[src/logic/int_prio_pkg.sv]
// Constants and types for the interrupt source prioritizer
package int_prio_pkg;
  localparam int NUM_SRC = 22;
  localparam int SRC_W = 5;
  localparam int VEC_W = 16;
  // Non-maskable watchdog vector
  localparam logic [VEC_W-1:0] NMI_VECTOR = 16'h0004;
  // First maskable vector; level n sits at FIRST + 2*(n-1)
  localparam logic [VEC_W-1:0] FIRST_VECTOR = 16'h0006;
  // Highest maskable level (watchdog in interval mode) uses 16'h0004, the same value as NMI_VECTOR
  localparam logic [VEC_W-1:0] WDT_MASK_VECTOR = 16'h0004;
  // Source index positions (index equals priority level)
  localparam int SRC_WDT = 0;
  localparam int SRC_PIN_A = 1;
  localparam int SRC_PIN_D = 4;
  localparam int SRC_REMOTE_EDGE = 5;
  localparam int SRC_SERIAL_A = 6;
  localparam int SRC_SYNC_B = 7;
  localparam int SRC_ASYNC_TX = 8;
  localparam int SRC_WATCH_INT = 9;
  localparam int SRC_TIMER_A = 10;
  localparam int SRC_TIMER_B = 11;
  localparam int SRC_TIMER_C = 12;
  localparam int SRC_TIMER_D = 13;
  localparam int SRC_CONV = 14;
  localparam int SRC_WATCH_OVF = 15;
  localparam int SRC_KEY_A = 16;
  localparam int SRC_REM_ERR = 17;
  localparam int SRC_REM_GUIDE = 18;
  localparam int SRC_REM_DONE = 19;
  localparam int SRC_REM_FULL = 20;
  localparam int SRC_KEY_B = 21;
  localparam int NUM_PINS = 4;
  localparam int NUM_KEYS = 2;
  // Reset values
  localparam logic [NUM_SRC-1:0] FLAG_RESET = 22'h000000;
  localparam logic [NUM_SRC-1:0] MASK_RESET = 22'h3fffff;
  // Edge mode encoding per pin: 00 falling, 01 rising, 1x both
  typedef logic [1:0] edge_mode_t;
  // Software flag access
  typedef struct packed {
    logic [NUM_SRC-1:0] set;
    logic [NUM_SRC-1:0] clr;
  } flag_cmd_t;
  // Acknowledge answer
  typedef struct packed {
    logic nmi;
    logic [SRC_W-1:0] level;
    logic [VEC_W-1:0] vector;
  } ack_info_t;
endpackage

[src/logic/interrupt_source_prioritizer.sv]
// Interrupt source collection, fixed priority arbitration and vectoring
`timescale 1ns/1ps
module interrupt_source_prioritizer (
  input wire logic i_clk,
  input wire logic i_rst,
  input wire logic i_wdt_overflow,
  input wire logic i_wdt_interval_mode,
  input wire logic [int_prio_pkg::NUM_PINS-1:0] i_ext_pin,
  input wire logic [int_prio_pkg::NUM_KEYS-1:0] i_key_pin,
  input wire int_prio_pkg::edge_mode_t [3:0] i_ext_edge_mode_a,
  input wire logic [1:0] i_ext_edge_mode_b,
  input wire logic [1:0] i_key_mode_a,
  input wire logic [1:0] i_key_mode_b,
  input wire logic i_remote_edge_req,
  input wire logic i_async_rx_done_req,
  input wire logic i_sync_ch_a_done_req,
  input wire logic i_sync_ch_b_done_req,
  input wire logic i_async_tx_done_req,
  input wire logic i_watch_interval_req,
  input wire logic i_watch_overflow_req,
  input wire logic i_timer_a_match_req,
  input wire logic i_timer_b_match_req,
  input wire logic i_timer_c_match_req,
  input wire logic i_timer_cascade_mode,
  input wire logic i_timer_cascade_match,
  input wire logic i_timer_d_match_req,
  input wire logic i_conversion_done_req,
  input wire logic i_remote_error_req,
  input wire logic i_remote_guide_req,
  input wire logic i_remote_rx_done_req,
  input wire logic i_remote_shift_full_req,
  input wire int_prio_pkg::flag_cmd_t i_flag_cmd,
  input wire int_prio_pkg::flag_cmd_t i_mask_cmd,
  input wire logic i_global_enable_flag,
  input wire logic i_ack,
  output logic o_irq,
  output logic o_nmi,
  output logic o_standby_release,
  output int_prio_pkg::ack_info_t o_pending,
  output logic o_ack_valid,
  output int_prio_pkg::ack_info_t o_ack_info,
  output logic [int_prio_pkg::NUM_SRC-1:0] o_request_flag,
  output logic [int_prio_pkg::NUM_SRC-1:0] o_mask_flag
);
  import int_prio_pkg::*;

  // Pin synchronisers; first stage read only by second stage
  logic [NUM_PINS+NUM_KEYS-1:0] pin_s1_reg, pin_s1_next;
  logic [NUM_PINS+NUM_KEYS-1:0] pin_s2_reg, pin_s2_next;
  logic [NUM_PINS+NUM_KEYS-1:0] pin_s3_reg, pin_s3_next;
  logic [NUM_PINS+NUM_KEYS-1:0] pin_edge;
  logic [NUM_SRC-1:0] flag_reg, flag_next;
  logic [NUM_SRC-1:0] mask_reg, mask_next;
  logic nmi_reg, nmi_next;
  logic [NUM_SRC-1:0] src_event;
  logic [NUM_SRC-1:0] eligible;
  logic any_eligible;
  logic [SRC_W-1:0] win_level;
  logic [NUM_SRC-1:0] ack_clr;
  logic irq_reg, irq_next;
  logic sb_reg, sb_next;
  ack_info_t pend_reg, pend_next;
  logic ack_valid_reg, ack_valid_next;
  ack_info_t ack_info_reg, ack_info_next;

  // Synchroniser shift
  always_comb begin
    pin_s1_next = {i_key_pin, i_ext_pin};
    pin_s2_next = pin_s1_reg;
    pin_s3_next = pin_s2_reg;
  end

  // Edge detection per pin; modes select falling, rising or both
  genvar g;
  generate
    for (g = 0; g < NUM_PINS + NUM_KEYS; g++) begin : g_edge
      logic [1:0] mode;
      logic rise;
      logic fall;
      if (g < NUM_PINS) begin : g_ext
        // Pin A mode lives in mode_b, others in mode_a fields
        if (g == 0) begin : g_a
          assign mode = i_ext_edge_mode_b;
        end else begin : g_bcd
          assign mode = i_ext_edge_mode_a[g];
        end
      end else if (g == NUM_PINS) begin : g_ka
        assign mode = i_key_mode_a;
      end else begin : g_kb
        assign mode = i_key_mode_b;
      end
      assign rise = pin_s2_reg[g] & ~pin_s3_reg[g];
      assign fall = ~pin_s2_reg[g] & pin_s3_reg[g];
      // Key groups detect a falling key return by default
      assign pin_edge[g] = mode[1] ? (rise | fall) :
                           (mode[0] ? rise : fall);
    end
  endgenerate

  // Source events, index equals priority level
  always_comb begin
    src_event = '0;
    src_event[SRC_WDT] = i_wdt_overflow & i_wdt_interval_mode;
    src_event[SRC_PIN_D:SRC_PIN_A] = pin_edge[NUM_PINS-1:0];
    src_event[SRC_REMOTE_EDGE] = i_remote_edge_req;
    src_event[SRC_SERIAL_A] = i_async_rx_done_req |
                              i_sync_ch_a_done_req;
    src_event[SRC_SYNC_B] = i_sync_ch_b_done_req;
    src_event[SRC_ASYNC_TX] = i_async_tx_done_req;
    src_event[SRC_WATCH_INT] = i_watch_interval_req;
    src_event[SRC_TIMER_A] = i_timer_a_match_req;
    src_event[SRC_TIMER_B] = i_timer_b_match_req;
    // Cascade mode uses the combined 16-bit match instead
    src_event[SRC_TIMER_C] = i_timer_cascade_mode ?
      i_timer_cascade_match : i_timer_c_match_req;
    src_event[SRC_TIMER_D] = i_timer_d_match_req;
    src_event[SRC_CONV] = i_conversion_done_req;
    src_event[SRC_WATCH_OVF] = i_watch_overflow_req;
    src_event[SRC_KEY_A] = pin_edge[NUM_PINS];
    src_event[SRC_REM_ERR] = i_remote_error_req;
    src_event[SRC_REM_GUIDE] = i_remote_guide_req;
    src_event[SRC_REM_DONE] = i_remote_rx_done_req;
    src_event[SRC_REM_FULL] = i_remote_shift_full_req;
    src_event[SRC_KEY_B] = pin_edge[NUM_PINS+1];
  end

  // Fixed priority: lowest index among unmasked, enabled pending flags
  always_comb begin
    eligible = flag_reg & ~mask_reg &
               {NUM_SRC{i_global_enable_flag}};
    any_eligible = |eligible;
    win_level = '0;
    for (int i = NUM_SRC - 1; i >= 0; i--) begin
      if (eligible[i]) begin
        win_level = SRC_W'(i);
      end
    end
  end

  // Acknowledge clear; only a maskable winner loses its flag here
  always_comb begin
    ack_clr = '0;
    if (i_ack && !nmi_reg && any_eligible) begin
      ack_clr[win_level] = 1'b1;
    end
  end

  // Request flags: an event set beats any clear in the same cycle,
  // so a request that lands during its own acknowledge is not lost
  always_comb begin
    flag_next = ((flag_reg | i_flag_cmd.set) & ~i_flag_cmd.clr & ~ack_clr)
                | src_event;
    if (i_rst) begin
      flag_next = FLAG_RESET;
    end
  end

  // Request flag register
  always_ff @(posedge i_clk) begin
    flag_reg <= flag_next;
  end

  // Mask flags: a clear beats a set in the same cycle
  always_comb begin
    mask_next = (mask_reg | i_mask_cmd.set) & ~i_mask_cmd.clr;
    if (i_rst) begin
      mask_next = MASK_RESET;
    end
  end

  // Mask flag register
  always_ff @(posedge i_clk) begin
    mask_reg <= mask_next;
  end

  // Watchdog mode overflow goes only to the non-maskable latch; a new
  // overflow in the acknowledge cycle keeps the latch set
  always_comb begin
    nmi_next = nmi_reg;
    if (i_ack && nmi_reg) begin
      nmi_next = 1'b0;
    end
    if (i_wdt_overflow && !i_wdt_interval_mode) begin
      nmi_next = 1'b1;
    end
    if (i_rst) begin
      nmi_next = 1'b0;
    end
  end

  // Non-maskable latch
  always_ff @(posedge i_clk) begin
    nmi_reg <= nmi_next;
  end

  // Request lines follow next-state flags so they match the flag outputs
  always_comb begin
    irq_next = nmi_next | (|(flag_next & ~mask_next &
               {NUM_SRC{i_global_enable_flag}}));
    // Standby release ignores the global enable, not the masks
    sb_next = nmi_next | (|(flag_next & ~mask_next));
    if (i_rst) begin
      irq_next = 1'b0;
      sb_next = 1'b0;
    end
  end

  // Request line registers
  always_ff @(posedge i_clk) begin
    irq_reg <= irq_next;
    sb_reg <= sb_next;
  end

  // Pending winner; the non-maskable request overrides any level
  always_comb begin
    pend_next.nmi = nmi_reg;
    pend_next.level = win_level;
    pend_next.vector = FIRST_VECTOR +
      VEC_W'({win_level, 1'b0}) - VEC_W'(2);
    if (win_level == SRC_W'(SRC_WDT)) begin
      pend_next.vector = WDT_MASK_VECTOR;
    end
    if (nmi_reg) begin
      pend_next.level = '0;
      pend_next.vector = NMI_VECTOR;
    end
    if (i_rst) begin
      pend_next = '0;
    end
  end

  // Pending winner register
  always_ff @(posedge i_clk) begin
    pend_reg <= pend_next;
  end

  // Acknowledge answer; a refused acknowledge leaves the last answer
  always_comb begin
    ack_valid_next = i_ack & (nmi_reg | any_eligible);
    ack_info_next = ack_info_reg;
    if (i_ack && (nmi_reg || any_eligible)) begin
      ack_info_next = pend_next;
    end
    if (i_rst) begin
      ack_valid_next = 1'b0;
      ack_info_next = '0;
    end
  end

  // Acknowledge answer registers
  always_ff @(posedge i_clk) begin
    ack_valid_reg <= ack_valid_next;
    ack_info_reg <= ack_info_next;
  end

  // Pin synchroniser registers; no reset, the pins settle within three
  // clocks and reset is held longer than that
  always_ff @(posedge i_clk) begin
    pin_s1_reg <= pin_s1_next;
    pin_s2_reg <= pin_s2_next;
    pin_s3_reg <= pin_s3_next;
  end

  // Every output comes straight from a register
  assign o_irq = irq_reg;
  assign o_nmi = nmi_reg;
  assign o_standby_release = sb_reg;
  assign o_pending = pend_reg;
  assign o_ack_valid = ack_valid_reg;
  assign o_ack_info = ack_info_reg;
  assign o_request_flag = flag_reg;
  assign o_mask_flag = mask_reg;
endmodule

[config.mk]
export PLATFORM = sky130hd
export DESIGN_NAME = interrupt_source_prioritizer
export DESIGN_NICKNAME = d
export VERILOG_FILES = /design/src/logic/int_prio_pkg.sv /design/src/logic/interrupt_source_prioritizer.sv
export SDC_FILE = /design/constraint.sdc
export NUM_CORES = 1
export LEC_CHECK = 0
export ABC_AREA = 1
export BUFFER_PORTS_ARGS = -buffer_cell sky130_fd_sc_hd__buf_2
export CAP_MARGIN = 20
export CORE_MARGIN = 1
export CORE_UTILIZATION = 41
export CTS_CLUSTER_DIAMETER = 200
export DETAILED_ROUTE_END_ITERATION = 8
export GPL_ROUTABILITY_DRIVEN = 1
export PLACE_DENSITY = 0.76
export SETUP_SLACK_MARGIN = 0.05
export SYNTH_ARGS = -nofsm -noshare
export SYNTH_HDL_FRONTEND = slang
export SYNTH_SLANG_ARGS = --single-unit
[constraint.sdc]
create_clock -name i_clk -period 2.25 [get_ports i_clk]
set_input_delay 0.225 -clock i_clk [delete_from_list [all_inputs] [get_ports i_clk]]
set_output_delay 0.225 -clock i_clk [all_outputs]
set_load 0.02 [all_outputs]
==> metrics list, run 1 <==
- The run finished, with violations left.
- Violated checks: setup timing
* Count of input and output buffers: 201
* Number of distinct library cells after synthesis: 31
- Clock tree from TritonCTS: done
* Multi-input gate area in the final layout: 0.002153 mm²
- Critical path class: register to register
* Total Negative Setup Slacks: -1.420 ns
- Maximum number of buffers from clock root to sink: 2
- During synthesis, Yosys emitted a total of 0 warnings.
* Height of the die: 105.4 µm
* Total die area: 0.01110 mm²
- Final setup vio count: 7
- The final layout contains routed wiring with a total length of 12960 µm.
- Average detailed-routed wire length per instance: 12.18 µm
- Summed over all layers, the global routing overflow is 0.
- The clock net in this run drives a total of 90 sinks.
- Data on the critical path is required at its endpoint by 2.51 ns.
* Mean area per synthesized cell: 7.022 µm²
* N_diodes: 0
- The path class of the tightest hold or removal check is input pin to register.
- Subtracting the final worst setup slack from the clock period gives 2.626 ns.
- The biggest area contributor in the post-synthesis netlist is dfxtp_1.
- DR pass1 iterations: 4
* MaxCap Viol Count: 0
* Boundary pin count: 224
* Total number of vias: 4768
- The mapped netlist covers 0.004382 mm².
- The number of pins exceeding their max-slew limit in the final report came to 0.
- Leakage component of the power: 3.613 nW
* HPWL reported at the end of detailed placement: 10620 µm
- In the post-synthesis netlist, the biggest area contributors are dfxtp_1 (41%), nand2_1 (12%), nor2_1 (9.0%), inv_1 (7.8%), ha_1 (3.7%).
* Number of synthesized register bits: 90
- Once routing completed, OpenROAD measured the worst setup slack at -0.3760 ns.
- Routability-driven placement finished with a final weighted congestion of 0.8810.
- Post-route DRC violation count: 0
- Share of the clock period used by the worst path: 116.7%
* Fill cell total of the finished layout: 967
* Cells after Synth: 624
* Final Hold Violating Endpoints: 0
- Maximum level of the CTS H-tree: 3
* Final instance area: 0.006516 mm²
- Clock Root Buffer: clkbuf_8
- Inserted Clock Buffers: 9
* Critical-path top delay cell: dfxtp_4
- Global routing used 23.55% of the available tracks across all layers.
- The floorplan has 37 rows.
- Std-Cell Core Area: 0.01032 mm²
- Cells fill 63.12% of the core in the end.
- In this run, the number of DRC markers left after iteration 0 of detailed routing was 216.
- Initial Utilization: 42.44%
* Kind of capture point of the worst setup path: register
- Summing all placed instances gives a cell area of 0.006125 mm².
* Die Width: 105.4 µm
* Wire length of the first global-routing pass: 20580 µm
- Registers take 0.001826 mm².
* Pre-CTS setup slack: -0.5468 ns
* Critical-path maximum fanout: 4
- The number of antenna violations at the first check in global routing came to 0.
- Vias in the first global route: 4492
* Delay of the slowest cell on the worst path: 0.36 ns
- STA classifies the critical path startpoint as a register.
- Across the routed clock network, the largest skew measured is 0.01261 ns.
* Slack of the worst reg-to-reg path: -0.38 ns
- Insertion delay of the later-clocked pin in the worst-skew pair: 0.37 ns
- Dividing the detail-routed via count by the number of cells gives 4.481.
- Power Density: 621.6 mW/mm²
- Fmax: 0.3808 GHz
* Antenna Violating Nets Remaining: 0
- Fraction of synthesized cell area taken by the top area cell type: 41.12%
* Largest voltage drop on the vdd net: 0.0004310 V
- The most numerous cell type found on the critical path is nand2_1.
- Clock-pin slew was measured on the worst setup and hold paths at 0.10 ns.
- The final layout contains 1068 nets.
* Sequential element share of the synthesized area: 41.12%
- For the worst setup path, the data arrival time is 2.89 ns.
* Area growth from synthesis to layout: 48.72%
- RSZ-0062 raised after global routing: yes
* Maximum number of pins on one net before global-route repair: 28
- The post-route netlist has 42.24% of its cells at a drive strength greater than 1.
[stage by stage]
step	std cells	hold WS, ns	total power [mW]
6_report	1064	0.06512	4.050
5_1_grt	1064	0.08796	4.266
4_1_cts	1062	0.07022	4.029
3_5_place_dp	1036	0.3121	2.938
3_3_place_gp	1036	0.3110	2.920
2_1_floorplan	644	0.2527	2.441
[synthesized netlist by cell type]
| master | n |
|---|---|
| a21oi_1 | 26 |
| buf_1 | 1 |
| buf_2 | 1 |
| buf_4 | 20 |
| buf_6 | 3 |
| clkbuf_1 | 6 |
| clkinv_1 | 1 |
| conb_1 | 1 |
| dfxtp_1 | 90 |
| ha_1 | 13 |
| inv_1 | 91 |
| inv_2 | 11 |
| mux2_2 | 6 |
| mux2i_1 | 1 |
| nand2_1 | 140 |
| nand2_2 | 2 |
| nand2_4 | 2 |
| nand3_1 | 26 |
| nand3_2 | 1 |
| nand4_1 | 10 |
| nor2_1 | 105 |
| nor2_2 | 6 |
| nor2_4 | 4 |
| nor3_1 | 7 |
| nor3_2 | 13 |
| o21ai_0 | 30 |
| o21ai_1 | 1 |
| o21bai_1 | 3 |
| o22ai_1 | 1 |
| or2_2 | 1 |
| xnor2_1 | 1 |
[cell families (layout without fill, tap and decap cells)]
kind of cell               after synthesis  in the layout  share of synthesized area, %
adders and majority gates               13             13                         3.712
and+or+nand+nor                        317            317                         32.21
DFF                                     90             90                         41.12
buffers and inverters                  134            418                         13.73
other                                    1             21                       0.08558
xor gates and xnor gates                 1              1                        0.1999
muxes                                    7              7                         1.770
AOI/OAI and AO/OA                       61             61                         7.167
[critical path: cells and delay by family (launching register included)]
kind	cells	cell delay, ns
AND/OR/NAND/NOR	30	1.98
buffers and inverters	2	0.16
flip-flops	1	0.36
[layout by cell type, fill, tap and decap left out, drive strengths merged]
cell / count
dlygate4sd3: 6
or2: 1
mux2: 6
nor2: 115
ha: 13
conb: 21
clkinv: 3
xnor2: 1
clkinvlp: 1
nand2: 144
nand3: 27
dfxtp: 90
o22ai: 1
inv: 106
clkbuf: 9
o21ai: 31
mux2i: 1
o21bai: 3
a21oi: 26
buf: 293
nand4: 10
nor3: 20
[final cells by class]
cell class,count,share of cell area [%]
inverters,103,5.933
clock buffers,9,1.901
flip-flops and latches,90,28.01
repair buffers,299,27.46
well taps,136,2.611
multi-input cells,420,33.05
clock inverters,7,1.037
[report_power, final]
group	total [mW]	switching [mW]	internal, mW
Clock	1.08	0.646	0.432
Sequential	1.77	0.0608	1.71
Combinational	1.20	0.693	0.505
Total	4.05	1.40	2.65
[final timing paths]
kind / start / to / depth (start not counted)
setup / recovery: o_request_flag[21] / o_standby_release / 32
hold / removal: i_mask_cmd[19] / o_mask_flag[19] / 2
setup reg to reg: o_request_flag[21] / o_standby_release / 32
hold reg to reg: pin_s1_reg[4] / pin_s2_reg[4] / 0
[timing repair]
item / 4_1_cts / 5_1_grt
setup buffers: 4 / 2
pin swaps: 0 / 4
hold endpoints to repair: 6 / 0
resized for setup: 5 / 22
setup endpoints to repair: 8 / 36
hold buffers: 6 / 0
[metal layers]
layer | wire (µm) | global-route usage [%] | vias up | share of wire [%]
met5 | 0 | 0 | - | 0
met4 | 116 | 5.131 | 0 | 0.90
met3 | 861 | 4.453 | 13 | 6.6
met2 | 6523 | 44.60 | 154 | 50
met1 | 5456 | 27.14 | 2125 | 42
li1 | - | - | 2476 | -
Power figures use the tool's default switching activity.
==> run 2: changes to the inputs <==
ABC_AREA = default   (was 1)
CORE_UTILIZATION = 42   (was 41)
PLACE_DENSITY = 0.77   (was 0.76)
==> run 2 against run 1 <==
The flow still finishes with violations (setup timing). Clock skew grew 0.0019 ns. Setup slack lost 0.0074 ns. Global-route usage grew 5.2 points. Cell count shrank 3.3%.
==> metrics list, run 2 <==
* Area growth from synthesis to layout: 64.19%
- Inserted Clock Buffers: 9 (unchanged)
* Row count: 37 (unchanged)
- Number of synthesized register bits: 90 (unchanged)
- The switching portion of total power was 33.47% (-1.1 points).
- The mapped cell area is 0.004532 mm² (+3.4%).
- Overall Global Routing Usage: 28.72% (+5.2 points)
- By count the netlist is led by nor2_1 (106), dfxtp_1 (90), o21ai_0 (30).
- Smallest setup slack after layout: -0.3834 ns (-0.007408 ns)
* Combinational family with the most area after synthesis: simple AND/OR/NAND/NOR gates
* Clock tree sinks: 90 (unchanged)
- The cell sitting at the root of the clock tree is a clkbuf_8.
- The residual antenna-violating net count after detailed routing is 0 (unchanged).
- Adder and majority cell fraction of the synthesized area: 3.589% (-0.12 points)
* Largest cells by area after synthesis: dfxtp_1 (40%), nor2_1 (8.8%), ha_1 (3.6%), buf_4 (3.3%), o21ai_0 (3.3%)
- Count of synthesis-stage warnings from yosys: 0 (unchanged)
* DR pass1 iterations: 5 (+1)
- Arrival time at the worst endpoint: 2.88 ns (about the same)
- Insertion delay of the later-clocked pin in the worst-skew pair: 0.37 ns (about the same)
- The DRC violation count after routing is 0 (unchanged).
- The synthesized area per cell was 8.503 µm² (+21%).
- Initial Utilization: 43.70% (+1.3 points)
* Final Max Slew Viols: 0 (unchanged)
- N_diodes: 0 (unchanged)
* HPWL reported at the end of detailed placement: 12910 µm (+21%)
- The peak clock frequency supported by timing is 0.3797 GHz (-0.28%).
- The count of fill cells added during filler insertion is 803 (-17%).
* Combinational cell fraction of total power: 34.2% (+4.6 points)
- The leakage component of the power was 3.646 nW (+0.91%).
- Cells after Synth: 533 (-15%)
- The number of failing hold endpoints at the final stage was 0 (unchanged).
- Maximum level of the CTS H-tree: 3 (unchanged)
* Total Nets Final: 1033 (-3.3%)
- Overall power after layout: 4.337 mW (+7.1%)
- The power per unit of standard cell area came to 582.9 mW/mm² (-6.2%).
* Top FF cell, synth: dfxtp_1
- Hold slack: 0.07154 ns (+0.006418 ns)
- Per-cell via count in the routed design: 5.142 (+15%)
- Total number of vias: 5291 (+11%)
- Fraction of synthesized cell area taken by the top area cell type: 39.76% (-1.4 points)
- Sum of routed wire length over all layers: 16500 µm (+27%)
- Total die area: 0.01121 mm² (+0.94%)
- In the layout the commonest cells are buf_2 (201), buf_4 (142), nor2_1 (102).
- Post-Synth Simple-Gate Area: 26.95% (-5.3 points)
- Count of input and output buffers: 201 (unchanged)
- Pint: 2.886 mW (+8.8%)
* Library cell with the highest instance count after synthesis: nor2_1
- Share of flip-flops with an asynchronous set or reset: 0% (unchanged)
- The part of the cycle the worst path needs was 117.0% (+0.33 points).
* Pre-CTS setup slack: -0.4281 ns (+0.1187 ns)
- Die Width: 105.9 µm (+0.47%)
* Critical path class: register to register
* Largest voltage drop on the vdd net: 0.0003349 V (-22%)
- Most area-hungry cell type in the Yosys netlist: dfxtp_1
- The number of unique standard cell types used by synthesis is 76 (+150%).
- Worst Skew: 0.01453 ns (+0.001920 ns)
- Boundary pin count: 224 (unchanged)
* Hold path depth: 2 (unchanged)
- The sequential share of power is 40.8% (-3.0 points).
- The mux contribution to synthesized area was 0.7178% (-1.1 points).
- The remaining global-route overflow is 0 (unchanged).
- Final setup vio count: 6 (-1)
- Layout cell share with drive strength beyond 1: 54.54% (+12 points)
- The checks that failed: setup timing.
* Vias in the first global route: 5103 (+14%)
- Depth of the worst register-to-register path: 11 (-66%)
- The xor and xnor fraction of the mapped netlist area came to 0% (-0.20 points).
- Number of antenna violations at the first check in global routing: 0 (unchanged)
- Number of synthesized flops with an enable pin: 0 (unchanged)
- Sequential element share of the synthesized area: 39.76% (-1.4 points)
- TritonCTS built the clock tree.
- RSZ-0062 raised after global routing: yes
- The clock network power share came to 25.0% (-1.6 points).
- Routability cong.: 0.9437 (+7.1%)
- The final critical delay including setup and external delays was 2.633 ns (+0.007408 ns).
* Critical-path maximum fanout: 8 (+4)
- Maximum number of buffers from clock root to sink: 2 (unchanged)
* Data required, critical path: 2.50 ns (about the same)
- Area fraction in compound gates after synthesis: 22.00% (+15 points)
- Clk pin slew, worst setup/hold paths: 0.09 ns (about the same)
- The path class of the tightest hold or removal check is input pin to register.
- The final cell area excluding filler cells was 0.007441 mm² (+14%).
* Placed inst area: 0.006660 mm² (+8.7%)
- The worst setup path is launched from a register.
* Height of the die: 105.9 µm (+0.47%)
* Most common cell after layout, fill and taps aside: buf_2
- The largest net degree at the start of global routing is 21 (-25%).
* Average detailed-routed wire length per instance: 16.03 µm (+32%)
* Std-Cell Core Area: 0.01037 mm² (+0.45%)
- Wire length of the first global-routing pass: 24920 µm (+21%)
- The net switching component of the power came to 1.451 mW (+3.7%).
* Iter 0 DRT Violations: 374 (+73%)
- Kind of capture point of the worst setup path: register
* MaxCap Viol Count: 0 (unchanged)
- The flow ran to the end, but the final reports show violations.
-- run 2: changes by cell type in the layout (fill, tap and decap cells not counted), moves of 7 or more --
cell      change
nand2_1     -108
inv_1        -62
buf_4        +54
dfxtp_1      -21
dfxtp_2      +20
nand3_1      -17
inv_2        -12
nand2b_1     +12
nand2_2      -10
nor2b_4      +10
nor3_2       -10
nor2b_1       +9
nand2b_4      +7
-- run 2: metrics by stage --
step / cells / util, % / TNS, ns
after floorplan: 553 / - / -0.01739
final: 1029 / 71.75 / -1.345
after CTS: 1016 / 68.86 / -1.353
after detailed placement: 980 / 64.23 / -1.418
after global routing: 1029 / 71.75 / -1.876
after global placement: 980 / 64.23 / -1.290
-- run 2: final timing paths --
kind	startpoint	endpoint	slack, ns
max	o_request_flag[10]	o_irq	-0.38
min	i_mask_cmd[6]	o_mask_flag[6]	0.07
max reg2reg	o_request_flag[10]	o_irq	-0.38
min reg2reg	pin_s1_reg[4]	pin_s2_reg[4]	0.33
-- run 2: per-layer routing --
layer | global-route usage [%] | vias up | wire length (µm)
met5 | 0 | - | 0
met4 | 10.91 | 0 | 448
met3 | 3.525 | 45 | 989
met2 | 49.49 | 245 | 8039
met1 | 36.53 | 2454 | 7017
li1 | - | 2547 | -
-- run 2: cell families (layout without fill, tap and decap cells) --
| group | after synthesis | after routing |
|---|---|---|
| and+or+nand+nor | 233 | 233 |
| AOI/OAI and AO/OA | 131 | 131 |
| DFF | 90 | 90 |
| buffers and inverters | 62 | 402 |
| adders and majority gates | 13 | 13 |
| muxes | 3 | 3 |
| other | 1 | 21 |
-- run 2: timing repair --
item                                    in CTS  in global routing
endpoints found under the setup margin       9                 24
setup buffers                               14                 15
endpoints found under the hold margin        6                  0
hold buffers                                 6                  0
pin swaps                                   17                 23
resized for setup                           26                 43
-- run 2: layout make-up --
type	instances	area [µm²]	area share, %
well taps	136	170.2	2.287
multi-input cells	401	2892	38.86
inverters	29	113.9	1.530
flip-flops and latches	90	1854	24.92
clock buffers	12	156.4	2.102
clock inverters	4	32.53	0.4372
repair buffers	357	2222	29.86
-- run 2: power groups by stage --
| stage | Combinational [mW] | Sequential, mW | Clock (mW) |
|---|---|---|---|
| after floorplan | 0.552 | 1.92 | 0 |
| after global placement | 1.24 | 1.80 | 0 |
| after detailed placement | 1.26 | 1.80 | 0 |
| after CTS | 1.36 | 1.76 | 1.09 |
| after global routing | 1.58 | 1.78 | 1.16 |
| final | 1.48 | 1.77 | 1.09 |
-- run 2: worst max-delay path: stages (launching register included) --
cell and delay (ns):
dfxtp_4 0.35, nor2b_4 0.14, nand2b_4 0.16, nor4_4 0.28, o21bai_2 0.11, buf_4 0.15
nand2_4 0.12, inv_6 0.08, o41ai_4 0.41, nand4_1 0.24, nor4_2 0.35, a22oi_1 0.11
